**src/hmc_cfg.svh**
```systemverilog
/*
  Constants of the host mailbox command port: command codes, status bit
  positions, buffer shape and times.
  Assumes a 25 MHz core clock; times are kept in ns and converted where used.
*/
// Overview of operation
// (RULE1) status byte layout: events, burst, command, full flags
// (RULE2) output full set on load, cleared by read
// (RULE3) input full set on write, cleared on consume
// (RULE4) command write latches byte, sets command flag
// (RULE5) data write latches byte, clears command flag
// (RULE6) host polls flags before each write or read
// (RULE7) os event flag set, then os interrupt
// (RULE8) management event flag set before management interrupt
// (RULE9) read: command, address, then byte returned
// (RULE10) write: command, address, data stored at address
// (RULE11) read/write transactions signal via os interrupts
// (RULE12) burst enter: set flag, acknowledge byte, interrupt
// (RULE13) burst falls back on idle or total timeout
// (RULE14) forced burst exit raises os interrupt
// (RULE15) burst keeps interrupts, answers within limit
// (RULE16) burst exit command clears flag, interrupts
// (RULE17) host sends burst exit after its sequence
// (RULE18) burst suspends background work except critical events
// (RULE19) query returns event cause, zero if none
// (RULE20) input full visible within one microsecond
// (RULE21) ignored bits zero, flags cleared by reset
// (RULE22) unknown command consumed without other effect
`ifndef HMC_CFG_SVH
`define HMC_CFG_SVH
`define HMC_CMD_READ    8'h80
`define HMC_CMD_WRITE   8'h81
`define HMC_CMD_BURST   8'h82
`define HMC_CMD_UNBURST 8'h83
`define HMC_CMD_QUERY   8'h84
`define HMC_BURST_ACK   8'h90
`define HMC_NO_EVENT    8'h00
`define HMC_ST_OBF      0
`define HMC_ST_IBF      1
`define HMC_ST_CMD      3
`define HMC_ST_BURST    4
`define HMC_ST_OSEVT    5
`define HMC_ST_MGEVT    6
`define HMC_FIFO_W      9
`define HMC_FIFO_D      16
`define HMC_CLK_NS      40
`define HMC_IBF_NS      1000
`define HMC_FIRST_NS    400000
`define HMC_NEXT_NS     50000
`define HMC_TOTAL_NS    1000000
`endif

```
**src/hmc_pkg.sv**
```systemverilog
/*
  Types of the host mailbox command port.
  Assumes hmc_cfg.svh for all numeric constants.
*/
package hmc_pkg;
  typedef logic [7:0] hmc_byte_t;
  typedef enum logic [2:0] {HMC_IDLE, HMC_RD_ADDR, HMC_RD_FETCH, HMC_WR_ADDR, HMC_WR_DATA} hmc_state_e;
endpackage

```
**src/hmc_port.sv**
```systemverilog
/*
  Host mailbox command port: host pin capture, input FIFO, command engine,
  burst timers and status byte, plus the FIFO module it uses.
  Assumes host strobes are asynchronous to clk and held several clocks;
  the address space lives outside and answers space_rdata in the same cycle.
*/
`timescale 1ns/1ps
`include "hmc_cfg.svh"

module hmc_fifo #(
  parameter int W = `HMC_FIFO_W,
  parameter int D = `HMC_FIFO_D
) (
  // clock and reset
  input  wire logic         clk,
  input  wire logic         srst_n,
  // fill side
  input  wire logic         in_valid,
  output logic              in_ready,
  input  wire logic [W-1:0] in_data,
  // drain side
  output logic              out_valid,
  input  wire logic         out_ready,
  output logic [W-1:0]      out_data
);
  localparam int AW = $clog2(D);
  logic [W-1:0] mem [D];
  logic [AW-1:0] wr_ptr;
  logic [AW-1:0] rd_ptr;
  logic [AW:0]   count;
  logic          push;
  logic          pop;

  assign in_ready  = count != (AW+1)'(D);
  assign out_valid = count != '0;
  assign out_data  = mem[rd_ptr];
  assign push      = in_valid & in_ready;
  assign pop       = out_valid & out_ready;

  always_ff @(posedge clk or negedge srst_n)
    if (!srst_n)
      wr_ptr <= '0;
    else if (push)
      wr_ptr <= wr_ptr + 1'b1;

  always_ff @(posedge clk or negedge srst_n)
    if (!srst_n)
      rd_ptr <= '0;
    else if (pop)
      rd_ptr <= rd_ptr + 1'b1;

  always_ff @(posedge clk or negedge srst_n)
    if (!srst_n)
      count <= '0;
    else if (push != pop)
      count <= push ? count + 1'b1 : count - 1'b1;

  always_ff @(posedge clk)
    if (push)
      mem[wr_ptr] <= in_data;
endmodule

module hmc_port #(
  parameter int FIRST_CYCLES = `HMC_FIRST_NS / `HMC_CLK_NS,
  parameter int TOTAL_CYCLES = `HMC_TOTAL_NS / `HMC_CLK_NS
) (
  // clock and reset
  input  wire logic       clk,
  input  wire logic       rst_n,
  // host pins
  input  wire logic       host_sel_cmd,
  input  wire logic       host_rd,
  input  wire logic       host_wr,
  input  wire logic [7:0] host_wdata,
  output logic [7:0]      host_rdata,
  output logic            host_rdata_oe,
  // interrupts to host
  output logic            os_event_interrupt,
  output logic            management_interrupt,
  // controller events
  input  wire logic       os_event_req,
  input  wire logic [7:0] os_event_code,
  input  wire logic       mgmt_event_req,
  input  wire logic       mgmt_event_ack,
  input  wire logic       critical_event,
  output logic            background_hold,
  // address space
  output logic [7:0]      space_addr,
  output logic            space_wr,
  output logic [7:0]      space_wdata,
  input  wire logic [7:0] space_rdata
);
  localparam logic [14:0] FIRST_C = 15'(FIRST_CYCLES);
  localparam logic [14:0] TOTAL_C = 15'(TOTAL_CYCLES);
  localparam logic [14:0] NEXT_C  = 15'(`HMC_NEXT_NS / `HMC_CLK_NS);
  localparam int IBF_CYCLES = `HMC_IBF_NS / `HMC_CLK_NS;
  // half the allowed reply time: tighter, and keeps the delay range short
  localparam int ANSWER_MAX = `HMC_NEXT_NS / `HMC_CLK_NS / 2;

  logic [1:0]        rst_sync;
  logic              srst_n;
  logic [10:0]       pin_s0;
  logic [10:0]       pin_s1;
  logic              rd_prev;
  logic              wr_prev;
  logic              sel_s, rd_s, wr_s;
  logic              wr_rise, data_read;
  logic              fifo_in_ready, input_full, pop, pop_ready, needs_out;
  logic [8:0]        fifo_out;
  hmc_pkg::hmc_byte_t head, out_byte, status, next_out_byte;
  logic              head_cmd, load, output_full, cmd_flag;
  logic              os_event_pending, mgmt_event_pending, os_set_d, mgmt_set_d;
  logic              burst, first_seen, burst_drop, next_os_irq;
  logic [14:0]       idle_cnt, total_cnt;
  hmc_pkg::hmc_state_e state;

  // reset released through two flops
  always_ff @(posedge clk or negedge rst_n)
    if (!rst_n)
      rst_sync <= 2'h0;
    else
      rst_sync <= {rst_sync[0], 1'b1};
  assign srst_n = rst_sync[1];

  // host pins cross into clk; edges are taken from the second stage only
  always_ff @(posedge clk or negedge srst_n)
    if (!srst_n)
    begin
      pin_s0 <= 11'h000;
      pin_s1 <= 11'h000;
    end
    else
    begin
      pin_s0 <= {host_sel_cmd, host_rd, host_wr, host_wdata};
      pin_s1 <= pin_s0;
    end
  assign {sel_s, rd_s, wr_s} = pin_s1[10:8];

  always_ff @(posedge clk or negedge srst_n)
    if (!srst_n)
    begin
      rd_prev <= 1'b0;
      wr_prev <= 1'b0;
    end
    else
    begin
      rd_prev <= rd_s;
      wr_prev <= wr_s;
    end
  assign wr_rise   = wr_s & !wr_prev;
  // flag cleared at the end of the read so the byte is not pulled mid-cycle
  assign data_read = rd_prev & !rd_s & !sel_s;

  // host byte tagged with its port goes into the input FIFO
  hmc_fifo #(.W(`HMC_FIFO_W), .D(`HMC_FIFO_D)) u_fifo (
    .clk       (clk),
    .srst_n    (srst_n),
    .in_valid  (wr_rise), // [RULE20]
    .in_ready  (fifo_in_ready),
    .in_data   ({sel_s, pin_s1[7:0]}),
    .out_valid (input_full),
    .out_ready (pop_ready),
    .out_data  (fifo_out)
  );
  assign head     = fifo_out[7:0];
  assign head_cmd = fifo_out[8];

  // engine stalls while its answer cannot go out, so the FIFO backs up
  assign needs_out = head_cmd & (head == `HMC_CMD_BURST || head == `HMC_CMD_QUERY);
  assign pop_ready = (state != hmc_pkg::HMC_RD_FETCH) & !(needs_out & output_full);
  assign pop       = input_full & pop_ready; // [RULE3]

  always_ff @(posedge clk or negedge srst_n)
    if (!srst_n)
      cmd_flag <= 1'b0; // [RULE21]
    else if (wr_rise & fifo_in_ready)
      cmd_flag <= sel_s; // [RULE4] [RULE5]

  always_ff @(posedge clk or negedge srst_n)
    if (!srst_n)
      state <= hmc_pkg::HMC_IDLE;
    else if (pop & head_cmd)
      case (head)
        `HMC_CMD_READ:  state <= hmc_pkg::HMC_RD_ADDR; // [RULE9]
        `HMC_CMD_WRITE: state <= hmc_pkg::HMC_WR_ADDR; // [RULE10]
        default:        state <= hmc_pkg::HMC_IDLE; // [RULE22]
      endcase
    else
      case (state)
        hmc_pkg::HMC_RD_ADDR:  if (pop) state <= hmc_pkg::HMC_RD_FETCH;
        hmc_pkg::HMC_RD_FETCH: if (!output_full) state <= hmc_pkg::HMC_IDLE;
        hmc_pkg::HMC_WR_ADDR:  if (pop) state <= hmc_pkg::HMC_WR_DATA;
        hmc_pkg::HMC_WR_DATA:  if (pop) state <= hmc_pkg::HMC_IDLE;
        default:               state <= hmc_pkg::HMC_IDLE;
      endcase

  // address space access
  always_ff @(posedge clk or negedge srst_n)
    if (!srst_n)
      space_addr <= 8'h00;
    else if (pop & !head_cmd & (state == hmc_pkg::HMC_RD_ADDR || state == hmc_pkg::HMC_WR_ADDR))
      space_addr <= head; // [RULE9] [RULE10]

  always_ff @(posedge clk or negedge srst_n)
    if (!srst_n)
    begin
      space_wr    <= 1'b0;
      space_wdata <= 8'h00;
    end
    else
    begin
      space_wr    <= pop & !head_cmd & (state == hmc_pkg::HMC_WR_DATA); // [RULE10]
      space_wdata <= head;
    end

  // output buffer loads: read result, burst acknowledge, query answer
  always_comb
  begin
    load          = 1'b0;
    next_out_byte = out_byte;
    if (state == hmc_pkg::HMC_RD_FETCH && !output_full)
    begin
      load          = 1'b1;
      next_out_byte = space_rdata; // [RULE9]
    end
    else if (pop & head_cmd & (head == `HMC_CMD_BURST))
    begin
      load          = 1'b1;
      next_out_byte = `HMC_BURST_ACK; // [RULE12]
    end
    else if (pop & head_cmd & (head == `HMC_CMD_QUERY))
    begin
      load          = 1'b1;
      next_out_byte = os_event_pending ? os_event_code : `HMC_NO_EVENT; // [RULE19]
    end
  end

  always_ff @(posedge clk or negedge srst_n)
    if (!srst_n)
      out_byte <= 8'h00;
    else if (load)
      out_byte <= next_out_byte;

  always_ff @(posedge clk or negedge srst_n)
    if (!srst_n)
      output_full <= 1'b0;
    else if (load)
      output_full <= 1'b1; // [RULE2]
    else if (data_read)
      output_full <= 1'b0; // [RULE2]

  // event flags: a new event beats a same-cycle clear
  always_ff @(posedge clk or negedge srst_n)
    if (!srst_n)
      os_event_pending <= 1'b0;
    else if (os_event_req)
      os_event_pending <= 1'b1; // [RULE7]
    else if (pop & head_cmd & (head == `HMC_CMD_QUERY))
      os_event_pending <= 1'b0; // [RULE19]

  always_ff @(posedge clk or negedge srst_n)
    if (!srst_n)
      mgmt_event_pending <= 1'b0;
    else if (mgmt_event_req)
      mgmt_event_pending <= 1'b1; // [RULE8]
    else if (mgmt_event_ack)
      mgmt_event_pending <= 1'b0;

  always_ff @(posedge clk or negedge srst_n)
    if (!srst_n)
    begin
      os_set_d             <= 1'b0;
      mgmt_set_d           <= 1'b0;
      management_interrupt <= 1'b0;
    end
    else
    begin
      os_set_d             <= os_event_req;
      mgmt_set_d           <= mgmt_event_req;
      management_interrupt <= mgmt_set_d; // [RULE8]
    end

  // burst timing: idle limit is longer before the first access
  assign burst_drop = burst & (critical_event // [RULE14]
                    | idle_cnt == (first_seen ? NEXT_C : FIRST_C) - 15'h0001
                    | total_cnt == TOTAL_C - 15'h0001); // [RULE13]

  always_ff @(posedge clk or negedge srst_n)
    if (!srst_n)
      burst <= 1'b0;
    else if (pop & head_cmd & (head == `HMC_CMD_BURST))
      burst <= 1'b1; // [RULE12]
    else if (pop & head_cmd & (head == `HMC_CMD_UNBURST))
      burst <= 1'b0; // [RULE16]
    else if (burst_drop)
      burst <= 1'b0;

  always_ff @(posedge clk or negedge srst_n)
    if (!srst_n)
    begin
      idle_cnt   <= 15'h0000;
      total_cnt  <= 15'h0000;
      first_seen <= 1'b0;
    end
    else if (!burst || (pop & head_cmd & (head == `HMC_CMD_BURST)))
    begin
      idle_cnt   <= 15'h0000;
      total_cnt  <= 15'h0000;
      first_seen <= 1'b0;
    end
    else
    begin
      idle_cnt   <= pop ? 15'h0000 : idle_cnt + 15'h0001; // [RULE13]
      total_cnt  <= total_cnt + 15'h0001;
      first_seen <= first_seen | pop;
    end

  assign background_hold = burst & !critical_event; // [RULE18]

  // os interrupt causes follow the per-command pattern, burst included
  always_comb
  begin
    next_os_irq = os_set_d | load | burst_drop; // [RULE7] [RULE14] [RULE15]
    if (pop & head_cmd)
      next_os_irq = next_os_irq | head == `HMC_CMD_READ | head == `HMC_CMD_WRITE
                  | head == `HMC_CMD_UNBURST; // [RULE11] [RULE16]
    else if (pop & (state == hmc_pkg::HMC_WR_ADDR || state == hmc_pkg::HMC_WR_DATA))
      next_os_irq = 1'b1; // [RULE11]
  end

  always_ff @(posedge clk or negedge srst_n)
    if (!srst_n)
      os_event_interrupt <= 1'b0;
    else
      os_event_interrupt <= next_os_irq;

  always_comb
  begin
    status                = 8'h00; // [RULE21]
    status[`HMC_ST_OBF]   = output_full;
    status[`HMC_ST_IBF]   = input_full;
    status[`HMC_ST_CMD]   = cmd_flag;
    status[`HMC_ST_BURST] = burst;
    status[`HMC_ST_OSEVT] = os_event_pending;
    status[`HMC_ST_MGEVT] = mgmt_event_pending; // [RULE1]
  end

  always_ff @(posedge clk or negedge srst_n)
    if (!srst_n)
    begin
      host_rdata    <= 8'h00;
      host_rdata_oe <= 1'b0;
    end
    else
    begin
      host_rdata    <= sel_s ? status : out_byte; // [RULE1] [RULE2]
      host_rdata_oe <= rd_s;
    end

  status_ign_a: assert property (@(posedge clk) disable iff (!srst_n) // [RULE21]
    host_rdata_oe && sel_s |-> host_rdata[7] == 1'b0 && host_rdata[2] == 1'b0)
    else $error("ignored status bits not zero");
  obf_clear_a: assert property (@(posedge clk) disable iff (!srst_n) // [RULE2]
    data_read && !load |=> !output_full)
    else $error("output full not cleared by data read");
  ibf_set_a: assert property (@(posedge clk) disable iff (!srst_n) // [RULE20]
    $rose(pin_s0[8]) ##1 pin_s1[8] && !wr_prev && fifo_in_ready |-> ##[1:IBF_CYCLES] input_full)
    else $error("input full late after host write");
  cmd_flag_a: assert property (@(posedge clk) disable iff (!srst_n) // [RULE4]
    wr_rise && fifo_in_ready |=> cmd_flag == $past(sel_s) && input_full)
    else $error("command flag does not follow written port");
  mgmt_order_a: assert property (@(posedge clk) disable iff (!srst_n) // [RULE8]
    management_interrupt |-> $past(mgmt_event_pending) && $past(mgmt_set_d))
    else $error("management interrupt without pending flag");
  burst_ack_a: assert property (@(posedge clk) disable iff (!srst_n) // [RULE12]
    pop && head_cmd && head == `HMC_CMD_BURST |=> burst && output_full && out_byte == `HMC_BURST_ACK
    ##0 os_event_interrupt)
    else $error("burst enter not acknowledged");
  burst_exit_a: assert property (@(posedge clk) disable iff (!srst_n) // [RULE16]
    pop && head_cmd && head == `HMC_CMD_UNBURST |=> !burst && os_event_interrupt)
    else $error("burst exit command not honoured");
  unknown_cmd_a: assert property (@(posedge clk) disable iff (!srst_n) // [RULE22]
    pop && head_cmd && (head < `HMC_CMD_READ || head > `HMC_CMD_QUERY)
    |=> burst == ($past(burst) & !$past(burst_drop))
    && out_byte == $past(out_byte) && state == hmc_pkg::HMC_IDLE)
    else $error("unknown command had an effect");
  read_reply_a: assert property (@(posedge clk) disable iff (!srst_n) // [RULE9]
    state == hmc_pkg::HMC_RD_FETCH && !output_full |=> output_full && out_byte == $past(space_rdata))
    else $error("read result not loaded");
  burst_idle_a: assert property (@(posedge clk) disable iff (!srst_n) // [RULE13]
    burst |-> idle_cnt < (first_seen ? NEXT_C : FIRST_C) && total_cnt < TOTAL_C)
    else $error("burst outlived its time limit");
  answer_time_a: assert property (@(posedge clk) disable iff (!srst_n) // [RULE15]
    burst && input_full && !output_full && state != hmc_pkg::HMC_RD_FETCH |-> ##[0:ANSWER_MAX] !input_full)
    else $error("burst access not answered in time");
endmodule

```
**config.mk**
```make
export PLATFORM = sky130hd
export DESIGN_NAME = hmc_port
export DESIGN_NICKNAME = d
export VERILOG_FILES = /design/src/hmc_pkg.sv /design/src/hmc_port.sv
export VERILOG_INCLUDE_DIRS = /design/src
export SDC_FILE = /design/constraint.sdc
export NUM_CORES = 1
export LEC_CHECK = 0
export BUFFER_PORTS_ARGS = -buffer_cell sky130_fd_sc_hd__clkbuf_2
export CELL_PAD_IN_SITES_DETAIL_PLACEMENT = 0
export CELL_PAD_IN_SITES_GLOBAL_PLACEMENT = 1
export CORE_UTILIZATION = 51
export DETAILED_ROUTE_END_ITERATION = 8
export PLACE_DENSITY_LB_ADDON = 0.1
export SYNTH_ARGS = -nofsm -noshare
export SYNTH_HDL_FRONTEND = slang
export SYNTH_HIERARCHICAL = 1
export SYNTH_SLANG_ARGS = --single-unit
```
**constraint.sdc**
```tcl
create_clock -name clk -period 4.4 [get_ports clk]
set_clock_uncertainty 0.05 [all_clocks]
set_input_delay 0.44 -clock clk [delete_from_list [all_inputs] [get_ports clk]]
set_output_delay 0.44 -clock clk [all_outputs]
set_load 0.01 [all_outputs]
```
# Yosys cells after proc, flatten, opt, wreduce, memory -nomap -nowiden
# Memories as Yosys holds them, arrays and structs flattened.
# Cells that the tools add are included.
dict set report totals {
  elab_cells 133
  in_bits 33
  mem_bits_rw 144
  latch_bits 0
  register_bits 115
  out_inout_bits 29
  memories 1
  romBits 0
}
# memory depth width rd rd_ports_with_merged_regs write_ports line_no
set mem_list {}
lappend mem_list {u_fifo.mem 16 9 1 0 1 hmc_port.sv:27} ;# logic [W-1:0] mem [D];
dict set report classes {
  n_lt_le_gt_ge 0
  n_bitwise 26
  reduce_logical 21
  mux 34
  mul 0
  div_mod_pow 0
  n_eq_ne 18
  shift 0
  add_sub_neg 7
}
# operator n
set op_table {}
lappend op_table {{15-bit two-way mux} 3}
lappend op_table {{8-bit == test (second input constant)} 5}
lappend op_table {{8-bit two-way mux} 5}
lappend op_table {{15-bit by 1-bit adder with 15-bit output (second input constant)} 2}
lappend op_table {{1-bit AND} 18}
lappend op_table {{1-bit two-way mux} 17}
lappend op_table {{15-bit == test} 1}
lappend op_table {{15-bit == test (second input constant)} 1}
lappend op_table {{3-bit two-way mux} 5}
lappend op_table {{14-bit by 1-bit subtractor with 15-bit output (second input constant)} 1}
lappend op_table {{14-bit two-way mux} 1}
lappend op_table {{3-bit case mux with 4 select lines} 1}
lappend op_table {{3-bit by 2-bit inequality test with 1-bit output (second input constant)} 3}
lappend op_table {{4-bit by 1-bit adder with 4-bit output (second input constant)} 2}
lappend op_table {{1-bit zero test} 8}
lappend op_table {{1-bit bitwise OR} 8}
lappend op_table {{3-bit by 2-bit == test with 1-bit output (second input constant)} 2}
lappend op_table {{3-bit inequality test (second input constant)} 2}
lappend op_table {{2-bit nonzero test} 3}
lappend op_table {{3-bit nonzero test} 2}
lappend op_table {{5-bit by 1-bit adder with 5-bit output (second input constant)} 1}
lappend op_table {{5-bit two-way mux} 1}
lappend op_table {{5-bit inequality test (second input constant)} 1}
lappend op_table {{5-bit nonzero test} 1}
lappend op_table {{other kinds (9)} 12}

# Longest topological paths before layout
# An unclocked memory read counts as a cell.
dict set report logic_depth {
  word_depth 19
  mapped_depth 13
  depth_no_buf 10
}

# By module
# The synthesis kept the hierarchy.
# mod n_inst area_per_inst_um2 seq_area_each_um2 cells_each
set modules_own_cells {}
lappend modules_own_cells {hmc_fifo 1 6363.6 4649.5 315}
lappend modules_own_cells {hmc_port 1 3971.3 2552.4 329}

# Worst setup path after synthesis
# Ideal clock, no wire load.
dict set report synth_timing {
  path_type {reg-to-reg}
  startpoint {reg u_fifo.rd_ptr[0]}
  endpoint {reg u_fifo.count[1]}
  period_less_slack_ps 3612
  path_buffers 2
  path_stages_with_launch 13
  slack_ps 788
  t_arrival_ps 3442
  setup_time_ps 121
  required_time_ps 4229
  path_cell_list {dfrtp_1 buf_2 mux4_2 a22oi_1 nand2_1 or3_4 or4_4 and2_2 clkbuf_4 mux2_2 o22ai_2 a31oi_4 a22o_1}
}
dict set report synth_via {
  elab_chain_len 9
  word_cells_on_any_way 10
  cone_classes {eq/ne: 3; bitwise: 4; reduce/logical: 2; memory: 1}
}
# element line_no
set synth_lines {}
lappend synth_lines {{start, declared} hmc_port.sv:29} ;# logic [AW-1:0] rd_ptr;
lappend synth_lines {{start signal, assigned} hmc_port.sv:50} ;# rd_ptr <= rd_ptr + 1'b1;
lappend synth_lines {{memory 16 x 9 bit (*)} -}
lappend synth_lines {{via fifo_out[3]} hmc_port.sv:109} ;# logic [8:0] fifo_out;
lappend synth_lines {{8-bit == test (no line)} -}
lappend synth_lines {{1-bit logical OR (no line) (*)} -}
lappend synth_lines {{1-bit AND (*)} hmc_port.sv:169} ;# assign needs_out = head_cmd & (head == `HMC_CMD_BURST || head == `HMC_CMD_QUERY);
lappend synth_lines {{1-bit AND (*)} hmc_port.sv:170} ;# assign pop_ready = (state != hmc_pkg::HMC_RD_FETCH) & !(needs_out & output_full);
lappend synth_lines {{1-bit zero test (*)} hmc_port.sv:170}
lappend synth_lines {{1-bit AND (*)} hmc_port.sv:170}
lappend synth_lines {{via pop_ready} hmc_port.sv:108} ;# logic fifo_in_ready, input_full, pop, pop_ready, needs_out;
lappend synth_lines {{1-bit AND (*)} hmc_port.sv:38} ;# assign pop = out_valid & out_ready;
lappend synth_lines {{1-bit inequality test (*)} hmc_port.sv:55} ;# else if (push != pop)
lappend synth_lines {{end signal, assigned} hmc_port.sv:56} ;# count <= push ? count + 1'b1 : count - 1'b1;
lappend synth_lines {{end, declared} hmc_port.sv:30} ;# logic [AW:0] count;
# Mark *: on every way through the listed nets, which the timed path passes. The rest lies on a longest branch.
# A chain may end at the register's enable or synchronous reset.

# Final worst setup path
# Ends and elaborated chain as after synthesis.

==> qor.csv <==
metric,value,unit
status,"finished, final reports clean",
drive_above_1_share,0.247,
die_area,20800,µm²
initial_core_util,0.526,
clock_path_buffers,3,
post-dp-hpwl,13200,µm
pwr_density_cell,589,nW/µm²
grt_antenna_before_repair,0,
syn_nets,688,
seqPwrFrac,0.435,
p_sw_frac,0.298,
io_pins,62,
io_buffers,61,
route.detailed.drc,0,
cp.arrival,4120,ps
cts_buffers,27,
hp-class,in -> reg,
ys_types,66,
wl_met3,1050,µm
layout_commonest_cell,edfxtp_1,
cpMaxStageDelayCell,or4_4,
die_y,144,µm
critPathMaxStageDelay,570,ps
synth.cell_area,10300,µm²
peakVddDrop,373,µV
cts_tree,built,
min_period,3750,ps
leakagePower,4.57,nW
cts.sinks,259,
dp.cells,958,
fin_cells,1022,
cp_max_fo,17,
syn_inst,644,
vias,5645,
p_int,4.93,mW
grt_pass1_vias,5901,
grt_overflow,0,
synth.avg_cell_area,16.0,µm²
post_drt_wl_per_cell,20.0,µm
antennaDiodeCount,0,
grt_pass1_wl,32000,µm
tightest_slew,963,ps
clk_root_buffer_cell,clkbuf_16,
layout_common_cells,"144 x edfxtp_1, 113 x dfrtp_1, 61 x clkbuf_2, 47 x nor2_1, 45 x nand2_1",
fp.coreArea,19700,µm²
cts_max_level,1,
finalCritPeriodShare,0.852,
die_w,144,µm
firstDrtPassIters,4,
ys_warn_count,6,
p_sw,2.09,mW
clock_latency,530,ps
synthTopCellsByArea,"edfxtp_1 42%, dfrtp_1 28%, mux4_2 7.8%",
worstSetupPathType,reg -> reg,
rows,51,
nNetsFinal,780,
nFillCells,1556,
met1_length,8790,µm
highest_layer,met4,
maxCapViolations,0,
finalSetupViolCount,0,
crit_required,4770,ps
ant_nets,0,
max_clock_freq,267,MHz
post-cts-setup-buffer-count,0,
clkTransAtPathRegs,60,ps
crit_chain,buf_4 > mux4_2 > a22oi_1 > nand2_1 > nand3b_1 > or4_4 > and2_2 > mux2_2 > o22ai_2 > a31oi_4 > a22o_1,
drtIter0Drc,451,
tns,0,ps
synth_top_cell_area_share,0.418,
slew-limit-headroom,0.356,
wirelength,20500,µm
synth-seq-area-share,0.697,
hold_viol,0,
cp-end-kind,flip-flop,
seqCellArea,7210,µm²
vias_per_cell,5.52,
async_flop_share,0.444,
area_growth,15.4,%
yosysTopAreaCell,edfxtp_1,
pwr-share-comb,0.256,
critPathLaunchType,flip-flop,
grt_max_degree,45,
met2_length,10200,µm
drv_slew,0,
ys.flop_type,edfxtp_1,
p_clk_frac,0.309,
synth_enable_flop_cells,144,
ys_seq_elements,259,
grt.total_usage,0.209,
rsz0062_at_grt,no,
place.gp.congestion,0.796,
multiInputGateArea,2960,µm²
synthesized netlist by cell type (10+ instances only):
| master | count |
|---|---|
| nor3_1 | 10 |
| xnor2_1 | 18 |
| nor2_1 | 47 |
| nand2_1 | 45 |
| mux2_2 | 17 |
| xor2_1 | 19 |
| a22oi_1 | 24 |
| mux4_2 | 36 |
| ha_1 | 10 |
| a21oi_1 | 10 |
| edfxtp_1 | 144 |
| and2_1 | 13 |
| dfrtp_1 | 115 |
| nand3_1 | 14 |
| inv_1 | 10 |
power groups by stage:
| stage | clock network [mW] | registers, mW | logic [mW] |
|---|---|---|---|
| 6_report | 2.17 | 3.05 | 1.80 |
| 5_1_grt | 2.31 | 3.09 | 1.99 |
| 4_1_cts | 2.21 | 3.06 | 1.84 |
| 3_5_place_dp | 0 | 3.10 | 1.82 |
| 3_3_place_gp | 0 | 3.09 | 1.79 |
| 2_1_floorplan | 0 | 3.07 | 1.29 |
flip-flops by register name, summed over array words and instances (netlist names), 2 cells and up:
| register | flops |
|---|---|
| u_fifo/rd_ptr | 4 |
| host_rdata | 8 |
| state | 3 |
| out_byte | 8 |
| space_addr | 8 |
| pin_s1 | 11 |
| u_fifo/count | 5 |
| u_fifo/wr_ptr | 4 |
| space_wdata | 8 |
| rst_sync | 2 |
| pin_s0 | 11 |
| u_fifo/mem | 144 |
| total_cnt | 15 |
| idle_cnt | 15 |
worst max-delay path, delay by kind of cell, from the launching register on:
family,cells,cell delay (ps)
simple gates,4,1330
flops,1,390
buf+inv,1,330
compound gates,4,680
mux,2,840
cells by family (layout without fill, tap and decap cells):
family,count (synthesis),in the layout,synth area share
compound gates,61,61,0.0455
simple gates,189,189,0.0976
xor+xnor,37,37,0.0314
other cells,1,1,0.000363
fa+ha+maj,11,11,0.0140
mux,54,54,0.0979
buf+inv,32,145,0.0163
flops,259,259,0.697
per-layer routing:
layer,up-vias,GRT usage
li1,2597,-
met1,2885,0.295
met2,128,0.340
met3,35,0.0295
met4,0,0.0582
met5,-,0
final timing paths:
check	from	endpoint	slack (ps)	cells after the start
worst max-delay path	u_fifo/rd_ptr[0]	u_fifo/count[1]	650	11
worst min-delay path	os_event_code[2]	out_byte[2]	50	3
worst max register to register	u_fifo/rd_ptr[0]	u_fifo/count[1]	650	11
worst min register to register	rst_sync[1]	management_interrupt	290	0
max in group asynchronous	rst_sync[1]	idle_cnt[2]	3050	1
min in group asynchronous	rst_n	rst_sync[1]	180	2
cell type report:
class | instances | share of cell area
Timing Repair Buffer | 84 | 0.0441
Sequential cell | 259 | 0.604
Inverter | 11 | 0.00346
Tap cell | 265 | 0.0278
Clock inverter | 14 | 0.00818
Clock buffer | 36 | 0.0637
Multi-Input combinational cell | 353 | 0.249
repair_timing:
action	4_1_cts	5_1_grt
gates resized for setup	0	0
hold buffers	14	0
endpoints found under the hold margin	15	0
through the flow:
stage	cell area (µm²)	hold slack [ps]	setup WS [ps]	power, mW	util
floorplan	10300	94.4	788	4.36	-
global placement	10900	175	732	4.88	0.556
detailed placement	10900	178	678	4.92	0.556
CTS	11900	31.3	620	7.11	0.607
global route	11900	56.6	458	7.38	0.607
finish	11900	53.9	650	7.02	0.607
No activity file was read; power rests on OpenSTA's default activity.
